File: src/hdl/rfc_map.vh
`ifndef RFC_MAP_VH
`define RFC_MAP_VH
// Register offsets.
`define RFC_ERROR_COUNTER_CONFIG_ADDR 8'h86
`define RFC_FIFO_ADDR 8'h87
`define RFC_IBUS_ADDR 8'h88
`define RFC_SPARE_ADDR 8'h89
`define RFC_BPORT_ADDR 8'h8A
`define RFC_SUPP_ADDR 8'h8B
`define RFC_ALARM_ADDR 8'h90
`define RFC_EVENT_ADDR 8'h91
`define RFC_CNT_FE_ADDR 8'hA0
`define RFC_CNT_MF_ADDR 8'hA1
`define RFC_CNT_LCV_ADDR 8'hA2
// Reset value and writable masks.
`define RFC_RST_VAL 8'h00
`define RFC_ERROR_COUNTER_CONFIG_MASK 8'h3F
`define RFC_FIFO_MASK 8'h03
`define RFC_IBUS_MASK 8'h7F
`define RFC_SPARE_MASK 8'h07
`define RFC_BPORT_MASK 8'h07
// Error counter configuration fields.
`define RFC_LCV_FN 0
`define RFC_MF_FN 1
`define RFC_FS_EN 2
`define RFC_ACC_MODE 3
`define RFC_UPD_SEL 4
`define RFC_MAN_LATCH 5
// Interleave bus fields.
`define RFC_IB_POS_HI 2
`define RFC_IB_POS_LO 0
`define RFC_IB_EN 3
`define RFC_IB_MODE 4
`define RFC_IB_SIZE_HI 6
`define RFC_IB_SIZE_LO 5
// BERT port fields.
`define RFC_BP_EN 0
`define RFC_BP_FRAMED 1
`define RFC_BP_DIR 2
// Update periods in frames of 125 us; one second is 8000 frames.
`define RFC_SEC_FRAMES 13'h1F40
`define RFC_T1_FAST_FRAMES 13'h014D
`define RFC_E1_FAST_FRAMES 13'h01F4
// Line monitor thresholds.
`define RFC_LOS_ZEROS 8'hC0
`define RFC_Z8 8'h08
`define RFC_Z16 8'h10
`define RFC_AIS_ONES 12'h800
`define RFC_SEF_ERRS 3'h2
`define RFC_CNT_MAX 8'hFF
`endif

File: src/hdl/rfc_regs.v
// Chosen here: the strobed register port.
`timescale 1ns/1ps
`include "rfc_map.vh"
module rfc_regs (
  // Clock and reset
  input wire clk_in,
  input wire sys_rst_in,
  // Register port
  input wire [7:0] addr_in,
  input wire [7:0] wdata_in,
  input wire wr_in,
  input wire rd_in,
  output reg [7:0] rdata_out,
  // Framer timing and events
  input wire t1_mode_in,
  input wire frame_tick_in,
  input wire bit_tick_in,
  input wire fbit_tick_in,
  input wire fbit_error_in,
  input wire fbit_is_fs_in,
  input wire mf_out_of_sync_in,
  input wire code_violation_in,
  input wire excess_zero_in,
  input wire b8zs_codeword_in,
  input wire remote_alarm_condition_in,
  input wire loss_of_frame_condition_in,
  // Line pins
  input wire line_rx_positive_in,
  input wire line_rx_negative_in,
  // Derived controls
  output reg count_latch_out,
  output reg [5:0] fifo_watermark_out,
  output reg [3:0] interleave_devices_out,
  output reg interleave_active_out,
  output reg frame_interleave_out,
  output reg [3:0] bus_position_out,
  output reg [3:0] spare_code_length_out,
  output reg bert_from_tx_out,
  output reg bert_take_fbit_out,
  output reg bert_active_out,
  output reg [7:0] bert_bit_use_out,
  output reg loss_of_signal_condition_out,
  output reg alarm_indication_condition_out
);

  function [7:0] sat_add;
    input [7:0] cnt;
    input [1:0] inc;
    reg [8:0] sum;
    begin
      sum = {1'b0, cnt} + {7'h00, inc};
      sat_add = sum[8] ? `RFC_CNT_MAX : sum[7:0];
    end
  endfunction

  function [2:0] ones6;
    input [5:0] v;
    integer i;
    begin
      ones6 = 3'h0;
      for (i = 0; i < 6; i = i + 1) begin
        ones6 = ones6 + {2'h0, v[i]};
      end
    end
  endfunction

  function [12:0] upd_period;
    input fast_sel;
    input t1_sel;
    begin
      if (!fast_sel) begin
        upd_period = `RFC_SEC_FRAMES;
      end else if (t1_sel) begin
        upd_period = `RFC_T1_FAST_FRAMES;
      end else begin
        upd_period = `RFC_E1_FAST_FRAMES;
      end
    end
  endfunction

  function wr_hit;
    input strobe;
    input [7:0] addr;
    input [7:0] target;
    begin
      wr_hit = strobe && (addr == target);
    end
  endfunction

  function [3:0] plus_one;
    input [2:0] code;
    begin
      plus_one = {1'b0, code} + 4'h1;
    end
  endfunction

  reg [7:0] err_cfg;
  reg [7:0] fifo_ctl;
  reg [7:0] ibus_ctl;
  reg [7:0] spare_ctl;
  reg [7:0] bport_ctl;
  reg [7:0] supp_ctl;
  reg [7:0] alarm_stat;
  reg [7:0] event_stat;
  reg [7:0] cnt_fe;
  reg [7:0] cnt_mf;
  reg [7:0] cnt_lcv;
  reg [7:0] hold_fe;
  reg [7:0] hold_mf;
  reg [7:0] hold_lcv;
  reg [12:0] frame_cnt;
  reg man_prev;
  reg [3:0] cond_prev;
  reg [2:0] pos_sync;
  reg [2:0] neg_sync;
  reg pos_stable;
  reg neg_stable;
  reg [7:0] zero_run;
  reg [11:0] one_run;
  reg [5:0] fbit_hist;

  wire wr_error_counter_config = wr_hit(wr_in, addr_in, `RFC_ERROR_COUNTER_CONFIG_ADDR);
  wire wr_alarm = wr_hit(wr_in, addr_in, `RFC_ALARM_ADDR);
  wire wr_event = wr_hit(wr_in, addr_in, `RFC_EVENT_ADDR);
  wire manual = err_cfg[`RFC_ACC_MODE];
  wire fast = err_cfg[`RFC_UPD_SEL];
  wire [12:0] period = upd_period(fast, t1_mode_in);
  wire timer_hit = frame_tick_in && (frame_cnt + 13'h0001 >= period);
  wire man_rise = err_cfg[`RFC_MAN_LATCH] && !man_prev;
  wire latch_now = manual ? man_rise : timer_hit;

  // Ft or FPS error versus Fs error, as marked by the framer.
  wire ft_err = fbit_tick_in && fbit_error_in && !fbit_is_fs_in;
  wire fs_err = fbit_tick_in && fbit_error_in && fbit_is_fs_in;
  wire fe_inc = ft_err || (fs_err && err_cfg[`RFC_FS_EN]);
  wire mf_inc = (t1_mode_in && err_cfg[`RFC_MF_FN]) ?
    mf_out_of_sync_in : (ft_err || fs_err);
  wire ez_inc = excess_zero_in && err_cfg[`RFC_LCV_FN];
  wire [1:0] lcv_inc = {1'b0, code_violation_in} + {1'b0, ez_inc};

  wire line_zero = !pos_stable && !neg_stable;
  wire line_one = pos_stable ^ neg_stable;
  wire [7:0] zero_next = (zero_run == `RFC_CNT_MAX) ? zero_run :
    zero_run + 8'h01;
  wire [5:0] hist_next = {fbit_hist[4:0], ft_err};
  wire sef_hit = ft_err &&
    (ones6(hist_next) >= `RFC_SEF_ERRS);

  wire [3:0] cond_now = {remote_alarm_condition_in,
    alarm_indication_condition_out,
    loss_of_signal_condition_out,
    loss_of_frame_condition_in};
  wire [7:0] alarm_set = {cond_prev & ~cond_now,
    ~cond_prev & cond_now};
  wire [7:0] event_set = t1_mode_in ? {3'h0,
    bit_tick_in && line_zero && (zero_next == `RFC_Z8),
    bit_tick_in && line_zero && (zero_next == `RFC_Z16),
    sef_hit,
    b8zs_codeword_in,
    ft_err} : 8'h00;

  // Config writes. Bits outside the masks stay at reset value.
  always @(posedge clk_in or posedge sys_rst_in) begin
    if (sys_rst_in) begin
      err_cfg <= `RFC_RST_VAL;
      fifo_ctl <= `RFC_RST_VAL;
      ibus_ctl <= `RFC_RST_VAL;
      spare_ctl <= `RFC_RST_VAL;
      bport_ctl <= `RFC_RST_VAL;
      supp_ctl <= `RFC_RST_VAL;
    end else if (wr_in) begin
      case (addr_in)
        `RFC_ERROR_COUNTER_CONFIG_ADDR: err_cfg <= wdata_in & `RFC_ERROR_COUNTER_CONFIG_MASK;
        `RFC_FIFO_ADDR: fifo_ctl <= wdata_in & `RFC_FIFO_MASK;
        `RFC_IBUS_ADDR: ibus_ctl <= wdata_in & `RFC_IBUS_MASK;
        `RFC_SPARE_ADDR: spare_ctl <= wdata_in & `RFC_SPARE_MASK;
        `RFC_BPORT_ADDR: bport_ctl <= wdata_in & `RFC_BPORT_MASK;
        `RFC_SUPP_ADDR: supp_ctl <= wdata_in;
        default: supp_ctl <= supp_ctl;
      endcase
    end
  end

  // Latched status. The set term is ored after the clear so it wins.
  always @(posedge clk_in or posedge sys_rst_in) begin
    if (sys_rst_in) begin
      alarm_stat <= `RFC_RST_VAL;
      event_stat <= `RFC_RST_VAL;
      cond_prev <= 4'h0;
    end else begin
      cond_prev <= cond_now;
      alarm_stat <= (alarm_stat & ~(wr_alarm ? wdata_in : 8'h00))
        | alarm_set;
      event_stat <= (event_stat & ~(wr_event ? wdata_in : 8'h00))
        | event_set;
    end
  end

  // Error counters and their update timing.
  always @(posedge clk_in or posedge sys_rst_in) begin
    if (sys_rst_in) begin
      frame_cnt <= 13'h0000;
      man_prev <= 1'b0;
      cnt_fe <= 8'h00;
      cnt_mf <= 8'h00;
      cnt_lcv <= 8'h00;
      hold_fe <= 8'h00;
      hold_mf <= 8'h00;
      hold_lcv <= 8'h00;
      count_latch_out <= 1'b0;
    end else begin
      man_prev <= err_cfg[`RFC_MAN_LATCH];
      if (manual || wr_error_counter_config) begin
        frame_cnt <= 13'h0000;
      end else if (frame_tick_in) begin
        frame_cnt <= timer_hit ? 13'h0000 : frame_cnt + 13'h0001;
      end
      count_latch_out <= latch_now;
      if (latch_now) begin
        // Counts from the latch cycle start the new interval.
        hold_fe <= cnt_fe;
        hold_mf <= cnt_mf;
        hold_lcv <= cnt_lcv;
        cnt_fe <= {7'h00, fe_inc};
        cnt_mf <= {7'h00, mf_inc};
        cnt_lcv <= {6'h00, lcv_inc};
      end else begin
        cnt_fe <= sat_add(cnt_fe, {1'b0, fe_inc});
        cnt_mf <= sat_add(cnt_mf, {1'b0, mf_inc});
        cnt_lcv <= sat_add(cnt_lcv, lcv_inc);
      end
    end
  end

  // Line pin synchronisers, a level is taken once stages two and three agree.
  always @(posedge clk_in or posedge sys_rst_in) begin
    if (sys_rst_in) begin
      pos_sync <= 3'h0;
      neg_sync <= 3'h0;
      pos_stable <= 1'b0;
      neg_stable <= 1'b0;
    end else begin
      pos_sync <= {pos_sync[1:0], line_rx_positive_in};
      neg_sync <= {neg_sync[1:0], line_rx_negative_in};
      if (pos_sync[1] == pos_sync[2]) begin
        pos_stable <= pos_sync[2];
      end
      if (neg_sync[1] == neg_sync[2]) begin
        neg_stable <= neg_sync[2];
      end
    end
  end

  // Line monitor. A zero is a bit period with no mark on either wire.
  always @(posedge clk_in or posedge sys_rst_in) begin
    if (sys_rst_in) begin
      zero_run <= 8'h00;
      one_run <= 12'h000;
      fbit_hist <= 6'h00;
      loss_of_signal_condition_out <= 1'b0;
      alarm_indication_condition_out <= 1'b0;
    end else begin
      if (fbit_tick_in && !fbit_is_fs_in) begin
        fbit_hist <= hist_next;
      end
      if (bit_tick_in) begin
        if (line_zero) begin
          zero_run <= zero_next;
          one_run <= 12'h000;
          alarm_indication_condition_out <= 1'b0;
          if (zero_next >= `RFC_LOS_ZEROS) begin
            loss_of_signal_condition_out <= 1'b1;
          end
        end else if (line_one) begin
          zero_run <= 8'h00;
          loss_of_signal_condition_out <= 1'b0;
          if (one_run != 12'hFFF) begin
            one_run <= one_run + 12'h001;
          end
          // The ones run ignores framing, so only an unframed code gets here.
          if (one_run + 12'h001 >= `RFC_AIS_ONES) begin
            alarm_indication_condition_out <= 1'b1;
          end
        end
      end
    end
  end

  // Registered controls for the datapaths.
  always @(posedge clk_in or posedge sys_rst_in) begin
    if (sys_rst_in) begin
      fifo_watermark_out <= 6'h04;
      interleave_devices_out <= 4'h2;
      interleave_active_out <= 1'b0;
      frame_interleave_out <= 1'b0;
      bus_position_out <= 4'h1;
      spare_code_length_out <= 4'h1;
      bert_from_tx_out <= 1'b0;
      bert_take_fbit_out <= 1'b0;
      bert_active_out <= 1'b0;
      bert_bit_use_out <= 8'h00;
    end else begin
      case (fifo_ctl[1:0])
        2'h0: fifo_watermark_out <= 6'h04;
        2'h1: fifo_watermark_out <= 6'h10;
        2'h2: fifo_watermark_out <= 6'h20;
        default: fifo_watermark_out <= 6'h30;
      endcase
      case (ibus_ctl[`RFC_IB_SIZE_HI:`RFC_IB_SIZE_LO])
        2'h0: interleave_devices_out <= 4'h2;
        2'h1: interleave_devices_out <= 4'h4;
        2'h2: interleave_devices_out <= 4'h8;
        default: interleave_devices_out <= 4'h0;
      endcase
      // A reserved size keeps the bus idle rather than guess a rate.
      interleave_active_out <= ibus_ctl[`RFC_IB_EN] &&
        (ibus_ctl[`RFC_IB_SIZE_HI:`RFC_IB_SIZE_LO] != 2'h3);
      frame_interleave_out <= ibus_ctl[`RFC_IB_MODE];
      bus_position_out <= plus_one(
        ibus_ctl[`RFC_IB_POS_HI:`RFC_IB_POS_LO]);
      spare_code_length_out <= plus_one(spare_ctl[2:0]);
      bert_from_tx_out <= bport_ctl[`RFC_BP_DIR];
      bert_take_fbit_out <= t1_mode_in &&
        bport_ctl[`RFC_BP_FRAMED];
      bert_active_out <= bport_ctl[`RFC_BP_EN];
      bert_bit_use_out <= bport_ctl[`RFC_BP_EN] ?
        ~supp_ctl : 8'h00;
    end
  end

  // Read data stand only in the cycle after the strobe.
  always @(posedge clk_in or posedge sys_rst_in) begin
    if (sys_rst_in) begin
      rdata_out <= 8'h00;
    end else if (rd_in) begin
      case (addr_in)
        `RFC_ERROR_COUNTER_CONFIG_ADDR: rdata_out <= err_cfg;
        `RFC_FIFO_ADDR: rdata_out <= fifo_ctl;
        `RFC_IBUS_ADDR: rdata_out <= ibus_ctl;
        `RFC_SPARE_ADDR: rdata_out <= spare_ctl;
        `RFC_BPORT_ADDR: rdata_out <= bport_ctl;
        `RFC_SUPP_ADDR: rdata_out <= supp_ctl;
        `RFC_ALARM_ADDR: rdata_out <= alarm_stat;
        `RFC_EVENT_ADDR: rdata_out <= event_stat;
        `RFC_CNT_FE_ADDR: rdata_out <= hold_fe;
        `RFC_CNT_MF_ADDR: rdata_out <= hold_mf;
        `RFC_CNT_LCV_ADDR: rdata_out <= hold_lcv;
        default: rdata_out <= 8'h00;
      endcase
    end else begin
      rdata_out <= 8'h00;
    end
  end

endmodule // rfc_regs

File: config.mk
export PLATFORM = sky130hd
export DESIGN_NAME = rfc_regs
export DESIGN_NICKNAME = d
export VERILOG_FILES = /design/src/hdl/rfc_regs.v
export VERILOG_INCLUDE_DIRS = /design/src /design/src/hdl
export SDC_FILE = /design/constraint.sdc
export NUM_CORES = 1
export LEC_CHECK = 0
export ABC_AREA = 1
export BUFFER_PORTS_ARGS = -buffer_cell sky130_fd_sc_hd__buf_4
export CAP_MARGIN = 25
export CORE_MARGIN = 2
export CORE_UTILIZATION = 35
export DETAILED_ROUTE_END_ITERATION = 12
export PLACE_DENSITY_LB_ADDON = 0.05
export SLEW_MARGIN = 20
export SYNTH_ARGS = -nofsm -noshare
export SYNTH_HDL_FRONTEND = slang
export SYNTH_SLANG_ARGS = --single-unit
File: constraint.sdc
create_clock -name clk_in -period 8.58 [get_ports clk_in]
set_input_delay 0.858 -clock clk_in [delete_from_list [all_inputs] [get_ports clk_in]]
set_output_delay 0.858 -clock clk_in [all_outputs]
set_load 0.02 [all_outputs]
Word level (Yosys, flattened, before mapping):

Index checks and enable logic that the tools add are counted.

* input bits: 34
* output and inout bits: 42
* flip-flop bits (word level): 186
* word-level logic and storage cells: 166

* multiplexer cells: 33
* equality and inequality tests: 23
* add/sub/neg operators: 14
* bitwise logic cells: 12
* reduce and logical (&&, ||, !) cells: 42
* order comparisons: 4

Operators by type and width (number)
* $mux W8: 14
* $eq A8 B8 Y1 const B: 12
* $pmux W8 S11: 1
* $mux W13: 4
* $mux W12: 3
* $not A8 Y8: 3
* $logic_and A1 B1 Y1: 19
* $add A8 B1 Y9: 2
* $pmux W6 S3: 1
* $and A8 B8 Y8: 2
* $reduce_and A2 Y1: 7
* $add A13 B1 Y13 const B: 1
* $ge A13 B13 Y1: 1
* $add A12 B1 Y12 const B: 1
* $ge A12 B12 Y1 const B: 1
* $ne A12 B12 Y1 const B: 1
* $pmux W4 S3: 1
* $add A3 B1 Y3: 3
* $add A8 B2 Y9: 1
* $reduce_and A3 Y1: 3
* $add A3 B1 Y4 const B: 2
* $add A8 B1 Y8 const B: 1
* $and A4 B4 Y4: 2
* $eq A8 B4 Y1 const B: 1
* 20 further kinds: 41

Depth between registers and ports, before layout:

Gate-level depths: netlist of the first run.

* word-level depth: 11
* mapped depth: 19
* mapped depth without buffers: 18

Least setup slack after synthesis of the first run:

OpenSTA, ideal clock, no wires.

* kind: in2reg
* from: input port excess_zero_in
* to: register cnt_lcv[4]
* arrival time: 2752 ps
* path buffers: 0
* cell stages on the path: 17
* required time: 8508 ps
* path slack: 5757 ps
* setup time: 72 ps
* cell sequence: nand2_1 > inv_1 > ha_1 > ha_1 > inv_1 > fa_1 > nor2_1 > nand2_1 > nor2_1 > nand2_1 > nor2_1 > inv_1 > nor2_1 > inv_1 > o21ai_0 > inv_1 > nor2_1

* word-level cells in the longest chain between the ends: 5

Ends and longest elaborated chain
* start: declaration: line rfc_regs.v:23 `input wire excess_zero_in,`
* $logic_and A1 B1 Y1: line rfc_regs.v:138 `` wire ez_inc = excess_zero_in && err_cfg[`RFC_LCV_FN]; ``
* $add A1 B1 Y2: line rfc_regs.v:139 `wire [1:0] lcv_inc = {1'b0, code_violation_in} + {1'b0, ez_inc};`
* $add A8 B2 Y9: line rfc_regs.v:51 `sum = {1'b0, cnt} + {7'h00, inc};`
* $mux W8: line rfc_regs.v:52 `` sat_add = sum[8] ? `RFC_CNT_MAX : sum[7:0]; ``
* $mux W8: line rfc_regs.v:219 `if (latch_now) begin`
* end signal: assignment: line rfc_regs.v:226 `cnt_lcv <= {6'h00, lcv_inc};`
* end signal: assignment: line rfc_regs.v:230 `cnt_lcv <= sat_add(cnt_lcv, lcv_inc);`
* end: declaration: line rfc_regs.v:107 `reg [7:0] cnt_lcv;`

No other way between the ends.
A chain may end at the register's enable or synchronous reset.

Final worst setup path of the first run:

* from: register frame_cnt[0]
* to: register hold_mf[6]

* word-level cells in the longest chain between the ends: 4

Ends and longest elaborated chain
* start: declaration: line rfc_regs.v:111 `reg [12:0] frame_cnt;`
* start signal: assignment: line rfc_regs.v:216 `frame_cnt <= timer_hit ? 13'h0000 : frame_cnt + 13'h0001;`
* $add A13 B1 Y13: line rfc_regs.v:128 `wire timer_hit = frame_tick_in && (frame_cnt + 13'h0001 >= period);`
* $ge A13 B13 Y1: line rfc_regs.v:128
* $logic_and A1 B1 Y1: line rfc_regs.v:128
* $mux W1: line rfc_regs.v:130 `wire latch_now = manual ? man_rise : timer_hit;`
* end signal: assignment: line rfc_regs.v:222 `hold_mf <= cnt_mf;`
* end: declaration: line rfc_regs.v:109 `reg [7:0] hold_mf;`

No other way between the ends.

==> results of run 1 <==
==> sequential cells by signal (all words and copies together) (netlist names), 4 cells and up <==
| name | count |
|---|---|
| bus_position_out | 4 |
| fbit_hist | 5 |
| alarm_stat | 8 |
| hold_fe | 8 |
| hold_lcv | 8 |
| cond_prev | 4 |
| event_stat | 8 |
| frame_cnt | 13 |
| cnt_lcv | 8 |
| cnt_mf | 8 |
| err_cfg | 6 |
| cnt_fe | 8 |
| spare_code_length_out | 4 |
| hold_mf | 8 |
| rdata_out | 8 |
| zero_run | 8 |
| supp_ctl | 8 |
| one_run | 12 |
| ibus_ctl | 7 |
| bert_bit_use_out | 8 |
==> layer usage <==
layer  part of all wire, %  wire length [um]
met5                     0                 0
met3                   3.8               787
met4                   1.3               265
met1                    51             10600
met2                    44              9230
==> stage by stage <==
step	utilization (%)	setup slack [ns]	hold slack, ns	total power (uW)	cell area (um2)
finish	41.4	4.63	0.351	2140	10000
global placement	38.9	4.46	0.335	1350	9400
floorplan	-	2.78	0.331	1250	8580
detailed placement	39.0	4.59	0.336	1360	9420
CTS	41.4	4.56	0.355	2170	10000
global route	41.4	4.08	0.367	2260	10000
==> cells in the final DEF, fill, tap and decap left out, types with 3 or more instances in the layout <==
master | synthesis | layout
o22ai_1 | 7 | 7
clkinv_4 | 0 | 3
nand3_2 | 3 | 3
xor2_1 | 20 | 20
o21ai_0 | 89 | 89
nor2_1 | 94 | 94
a22o_1 | 4 | 4
nand3b_1 | 3 | 3
inv_8 | 0 | 5
a21oi_1 | 30 | 30
nor4_1 | 3 | 3
or2_2 | 6 | 6
nor2_2 | 13 | 13
fa_1 | 4 | 4
a211oi_1 | 3 | 3
nand3_1 | 65 | 65
ha_1 | 22 | 22
nand4_1 | 14 | 14
nor3_1 | 12 | 12
clkbuf_16 | 0 | 17
inv_1 | 131 | 130
o31ai_1 | 3 | 3
dfrtp_1 | 178 | 178
dfstp_2 | 4 | 4
nand2_1 | 256 | 256
buf_4 | 5 | 73
conb_1 | 1 | 4
==> cell type report <==
type | count | area (um2)
clock buffer | 19 | 433
clock inverter | 13 | 164
fill | 2422 | 14200
inverter | 135 | 514
multi-input combinational | 671 | 3380
sequential | 182 | 4560
tap | 324 | 405
timing repair buffer | 74 | 568
==> kinds of logic after synthesis <==
kind of cell | count (synthesis) | share of synthesized area (%)
adder cells (fa/ha/maj) | 28 | 4.38
flip-flops | 182 | 53.2
AO/OA/AOI/OAI | 145 | 9.20
XOR/XNOR | 22 | 2.25
AND/OR/NAND/NOR | 472 | 23.4
other | 1 | 0.0438
buffers and inverters | 156 | 7.53
==> critical path, cell delays in order (launching register included) <==
cell and delay [ns]:
dfrtp_1 0.43, ha_1 0.22, nand3_2 0.13, inv_2 0.06, nand2_1 0.08, nor4_1 0.21, nand2_1 0.10, xor2_1 0.17
ha_1 0.31, nand4_1 0.11, nor2_1 0.11, nand3_1 0.07, nor2_1 0.11, nand2_1 0.07, nand3_2 0.11, nand3_2 0.50
nand2_2 0.66, buf_12 0.26, nand2_1 0.08, nand2_1 0.06
==> worst max-delay path by stage <==
stage,slack (ns),start,end,depth (start not counted)
floorplan,2.78,sys_rst_in,alarm_indication_condition_out,1
global placement,4.46,frame_cnt[0],hold_fe[7],18
detailed placement,4.59,frame_cnt[0],hold_mf[6],19
CTS,4.56,frame_cnt[0],hold_mf[6],19
global route,4.08,frame_cnt[0],hold_mf[6],19
finish,4.63,frame_cnt[0],hold_mf[6],19
==> power breakdown <==
part,internal [uW],switching [uW],leakage [uW]
clock,440,363,0.000286
sequential,945,76.6,0.00237
combinational,130,180,0.00234
total,1520,619,0.00500
==> flow_metrics.py, run 1 <==
metrics = {
    "finish": {
        "layoutNonFillerInstCount": 1418,
        "fin_nets": 1141,
        "area_growth_pct": 16.9,
        "diodes": 0,
        "drive_gt1_share_pct": 12.4,
    },
    "timing": {
        "relSlewSlack_pct": 38.5,
        "min_period_ns": 3.95,
        "hold_viol_final": 0,
        "fmax_mhz": 253,
        "fin_setup_tns_ns": 0,
        "max_slew.worst_pin.slew_ns": 0.923,
        "drv_slew": 0,
        "layout_worst_path_cycle_share_pct": 46.0,
        "rsz0062_at_grt": "false",
        "finalSetupViolCount": 0,
        "final.setup_skew_ns": 0.0126,
    },
    "worst_hold_path": {
        "hold_start": "pos_sync[0]",
        "holdPathEnd": "pos_sync[1]",
        "whs_path_depth": 0,
        "hold_path_class": "register to register",
    },
    "setup_path": {
        "cp-end-kind": "register",
        "cp.arrival_ns": 4.32,
        "worstReg2RegStart": "frame_cnt[0]",
        "reg2reg_depth": 19,
        "start_kind": "register",
        "r2r_end": "hold_mf[6]",
        "crit_fanout": 29,
        "crit_type": "register to register",
        "worst-endpoint-required_ns": 8.95,
        "reg2reg_slack_ns": 4.63,
    },
    "clocking": {
        "holdBufCountCts": 0,
        "insertion_delay_ns": 0.44,
        "clk_pin_slew_ns": 0.08,
        "cts.path.max_buffers": 2,
        "root_buffer": "clkbuf_16",
        "cts_post_setup_buffers_inserted": 0,
        "cts_resized": 0,
        "cts_tree": "yes",
        "numCtsBuffers": 17,
        "cts_max_level": 4,
        "cts.sinks": 182,
    },
    "global_route": {
        "met1_usage_pct": 24.7,
        "grt_pass1_vias": 6418,
        "met2_usage_pct": 26.2,
        "overflow": 0,
        "grtUsageMet3_pct": 3.13,
        "grt_start_max_net_pins": 131,
        "track_usage_pct": 17.1,
        "grt_most_used_layer": "met2",
        "antenna_found_initial": 0,
        "grt_pass1_wl_um": 34700,
    },
    "place": {
        "gp_congestion": 0.792,
        "io_buffers": 71,
        "dp_cells": 1386,
        "dp.final_hpwl_um": 15100,
    },
    "route": {
        "antenna_left": 0,
        "drc": 0,
        "drt_first_pass_iters": 5,
        "routed_wl_um": 20900,
        "viasPerCell": 4.59,
        "wire_per_inst_um": 14.7,
        "num_vias": 6507,
        "drtIter0Drc": 343,
    },
    "yosys": {
        "async_flop_share_pct": 100,
        "synth_common_cells": "256 x nand2_1, 178 x dfrtp_1, 131 x inv_1",
        "yosysUniqueCellTypes": 43,
        "yosysWarnings": 0,
        "synth_most_common_cell": "nand2_1",
        "synth_enable_flop_cells": 0,
        "netlist_instances": 1006,
        "syn_area_um2": 8570,
        "yosysTopAreaCell": "dfrtp_1",
        "synth_top_cells_by_area": "dfrtp_1 52%, nand2_1 11%, inv_1 5.7%, o21ai_0 5.2%, nor2_1 4.1%",
        "synth_top_flop_cell": "dfrtp_1",
        "synth-seq-cells": 182,
        "syn_avg_cell_area_um2": 8.52,
        "ys_seq_area_share_pct": 53.2,
        "synth_top_area_share_pct": 52.0,
    },
    "floorplan": {
        "die_x_um": 160,
        "die_height_um": 160,
        "die_area_um2": 25800,
        "ioPinCount": 76,
        "rows": 57,
        "start_util_pct": 35.4,
        "core-area_um2": 24200,
    },
    "pwr": {
        "powerDensity_nw_per_um2": 213,
        "irDropWorstVdd_mv": 0.113,
        "leakagePower_uw": 0.00500,
    },
    "outcome": {
        "outcome": "completed",
    },
    "run": {
        "cap_violations": 0,
    },
}
Note: power is estimated with default switching activity, not from simulation.
==> inputs of run 2 (changes only) <==
--- a/config.mk
+++ b/config.mk
@@ -6,7 +6,7 @@
 export SDC_FILE = /design/constraint.sdc
 export NUM_CORES = 1
 export LEC_CHECK = 0
-export ABC_AREA = 1
+export ABC_AREA = 0
 export BUFFER_PORTS_ARGS = -buffer_cell sky130_fd_sc_hd__buf_4
 export CAP_MARGIN = 25
 export CORE_MARGIN = 2
==> constraint.sdc (replaced) <==
create_clock -name clk_in -period 3.3 [get_ports clk_in]
set_input_delay 0.33 -clock clk_in [delete_from_list [all_inputs] [get_ports clk_in]]
set_output_delay 0.33 -clock clk_in [all_outputs]
set_load 0.02 [all_outputs]
==> run 2 against run 1 <==
Area after synthesis grew 7.5%; synthesized cell count decreased by 14%; hold slack got worse by 0.34 ns; count of clock-buffer cells in the layout is 1 lower; combinational power rose to 2.9 times the previous value; non-clock buffer count increased by 19; sequential share of layout area down 3.2 points.
==> flow_metrics.py, run 2 <==
metrics = {
    "outcome": {
        "outcome": "completed",
    },
    "finish": {
        "fin_nets": 1005,
        "largest_reg_flops": 13,
        "reg.largest.list": "frame_cnt x13, one_run x12",
        "layout_common_cells": "177 x dfrtp_1, 102 x nand2_1, 88 x buf_4",
        "layoutNonFillerInstCount": 1293,
        "final_util_pct": 41.5,
        "area_growth_pct": 17.2,
        "diodes": 0,
        "final_common_cell": "dfrtp_1",
        "drive_gt1_share_pct": 20.8,
        "regMostFlops": "frame_cnt",
    },
    "setup_path": {
        "worstReg2RegStart": "frame_cnt[4]",
        "cp.arrival_ns": 3.43,
        "worst-endpoint-required_ns": 3.61,
        "start_kind": "register",
        "crit_type": "register to register",
        "crit_fanout": 24,
        "crit_start": "frame_cnt[4]",
        "cp-end-kind": "register",
    },
    "pwr": {
        "leakagePower_uw": 0.00488,
        "power.total_uw": 5590,
        "irDropWorstVdd_mv": 0.297,
        "powerDensity_nw_per_um2": 518,
    },
    "floorplan": {
        "die_height_um": 166,
        "start_util_pct": 35.5,
        "ioPinCount": 76,
        "die_area_um2": 27600,
        "core-area_um2": 26000,
        "die_x_um": 166,
        "rows": 59,
    },
    "yosys": {
        "synth_common_cells": "178 x dfrtp_1, 102 x nand2_1, 48 x a21oi_1",
        "yosysTopAreaCell": "dfrtp_1",
        "yosysUniqueCellTypes": 77,
        "synth-seq-cells": 182,
        "synth_top_cells_by_area": "dfrtp_1 48%, nand2_1 4.2%, mux2_2 4.2%, mux2i_1 3.0%, ha_1 3.0%",
        "synth_most_common_cell": "dfrtp_1",
        "syn_area_um2": 9210,
        "synth_top_area_share_pct": 48.3,
        "synth_top_flop_cell": "dfrtp_1",
        "ys_seq_area_share_pct": 49.5,
        "syn_avg_cell_area_um2": 10.6,
        "synth_enable_flop_cells": 0,
        "async_flop_share_pct": 100,
        "yosysWarnings": 0,
        "netlist_instances": 870,
    },
    "global_route": {
        "track_usage_pct": 18.3,
        "antenna_found_initial": 0,
        "grtUsageMet3_pct": 2.91,
        "met2_usage_pct": 30.9,
        "grt_pass1_vias": 7228,
        "grt_most_used_layer": "met2",
        "overflow": 0,
        "met1_usage_pct": 24.7,
        "grt_pass1_wl_um": 40300,
        "grt_start_max_net_pins": 183,
    },
    "clocking": {
        "clk_pin_slew_ns": 0.08,
        "numCtsBuffers": 17,
        "root_buffer": "clkbuf_16",
        "cts.path.max_buffers": 2,
        "cts_max_level": 4,
        "insertion_delay_ns": 0.44,
        "cts.sinks": 182,
        "cts_tree": "yes",
    },
    "route": {
        "drc": 0,
        "drt_first_pass_iters": 5,
        "viasPerCell": 5.43,
        "wire_per_inst_um": 19.0,
        "antenna_left": 0,
        "num_vias": 7023,
        "drtIter0Drc": 628,
        "routed_wl_um": 24600,
    },
    "timing": {
        "max_slew.worst_pin.slew_ns": 0.761,
        "hold_viol_final": 0,
        "layout_worst_path_cycle_share_pct": 94.6,
        "fin_setup_tns_ns": 0,
        "relSlewSlack_pct": 48.8,
        "min_period_ns": 3.12,
        "finalSetupViolCount": 0,
        "holdWs_ns": 0.00702,
        "final.setup_skew_ns": 0.0203,
        "rsz0062_at_grt": "false",
        "drv_slew": 0,
        "fmax_mhz": 320,
    },
    "place": {
        "gp_congestion": 0.856,
        "dp.final_hpwl_um": 17300,
        "io_buffers": 71,
        "dp_cells": 1256,
    },
    "worst_hold_path": {
        "hold_path_class": "input pin to async pin",
    },
    "run": {
        "cap_violations": 0,
    },
}
==> run 2: changes by cell type after synthesis, sizes merged, moves of 24 or more <==
cell | before | now
mux2i | 0 | 28
nor2 | 107 | 42
nand2 | 257 | 105
a221o | 0 | 24
inv | 133 | 27
mux2 | 0 | 34
o21ai | 91 | 44
nand3 | 68 | 28
==> run 2: per-stage QoR <==
step	instance area (um2)	setup WS, ns
finish	10800	0.180
global route	10800	0.0142
CTS	10700	0.0176
detailed placement	10100	-0.0388
global placement	10100	0.0679
floorplan	9230	0.152
==> run 2: layout make-up <==
class | count | area, um2
clock inverters | 14 | 116
fillers | 2503 | 15200
multi-input cells | 624 | 4420
repair buffers | 93 | 739
flip-flops and latches | 182 | 4560
well taps | 335 | 419
inverters | 27 | 105
clock buffers | 18 | 429
==> run 2: cell families (layout without fill, tap and decap cells) <==
| family | Yosys count | after routing | synth area share [%] |
|---|---|---|---|
| xor+xnor | 33 | 33 | 3.14 |
| flops | 182 | 182 | 49.5 |
| mux | 63 | 63 | 7.44 |
| simple gates | 272 | 273 | 15.5 |
| fa+ha+maj | 33 | 33 | 4.62 |
| buf+inv | 68 | 152 | 3.26 |
| compound gates | 218 | 218 | 16.5 |
| other cells | 1 | 4 | 0.0407 |
==> run 2: path summary, 6_finish.rpt <==
check                                       endpoint  slack [ns]  cells past startpoint
max in group asynchronous  interleave_devices_out[1]        2.43                      4
max reg2reg                               hold_fe[5]        0.18                     11
min                         spare_code_length_out[1]       0.007                      3
min in group clk_in                     cond_prev[3]        0.03                      1
min reg2reg                              pos_sync[1]        0.36                      0
max                                       hold_fe[5]        0.18                     11
==> run 2: where the power goes <==
part	switching, uW	leakage (uW)	total [uW]	internal (uW)
combinational	479	0.00233	912	433
clock	958	0.000268	1950	990
sequential	280	0.00228	2730	2450
==> run 2: worst max-delay path, cell delays in order (launching register included) <==
cell and delay [ns]:
dfrtp_1 0.45, nand3_2 0.11, nor2_2 0.17, and3_2 0.26
xor2_1 0.16, ha_1 0.30, a31o_1 0.25, a311oi_4 0.30
nor3_4 0.07, buf_4 0.18, o211a_4 0.36, a221o_2 0.36
==> run 2: what timing repair did <==
| item | in CTS | in global routing |
|---|---|---|
| hold endpoints to repair | 2 | 0 |
| hold buffers | 2 | 0 |
| gates cloned | 1 | 0 |
| setup endpoints to repair | 24 | 61 |
| resized for setup | 0 | 11 |
| setup buffers | 0 | 1 |
| pin swaps | 1 | 1 |
==> run 2: per-layer routing <==
metal	wire (um)	share of wire (%)
met4	296	1.2
met5	0	0
met2	12200	50
met3	822	3.3
met1	11300	46
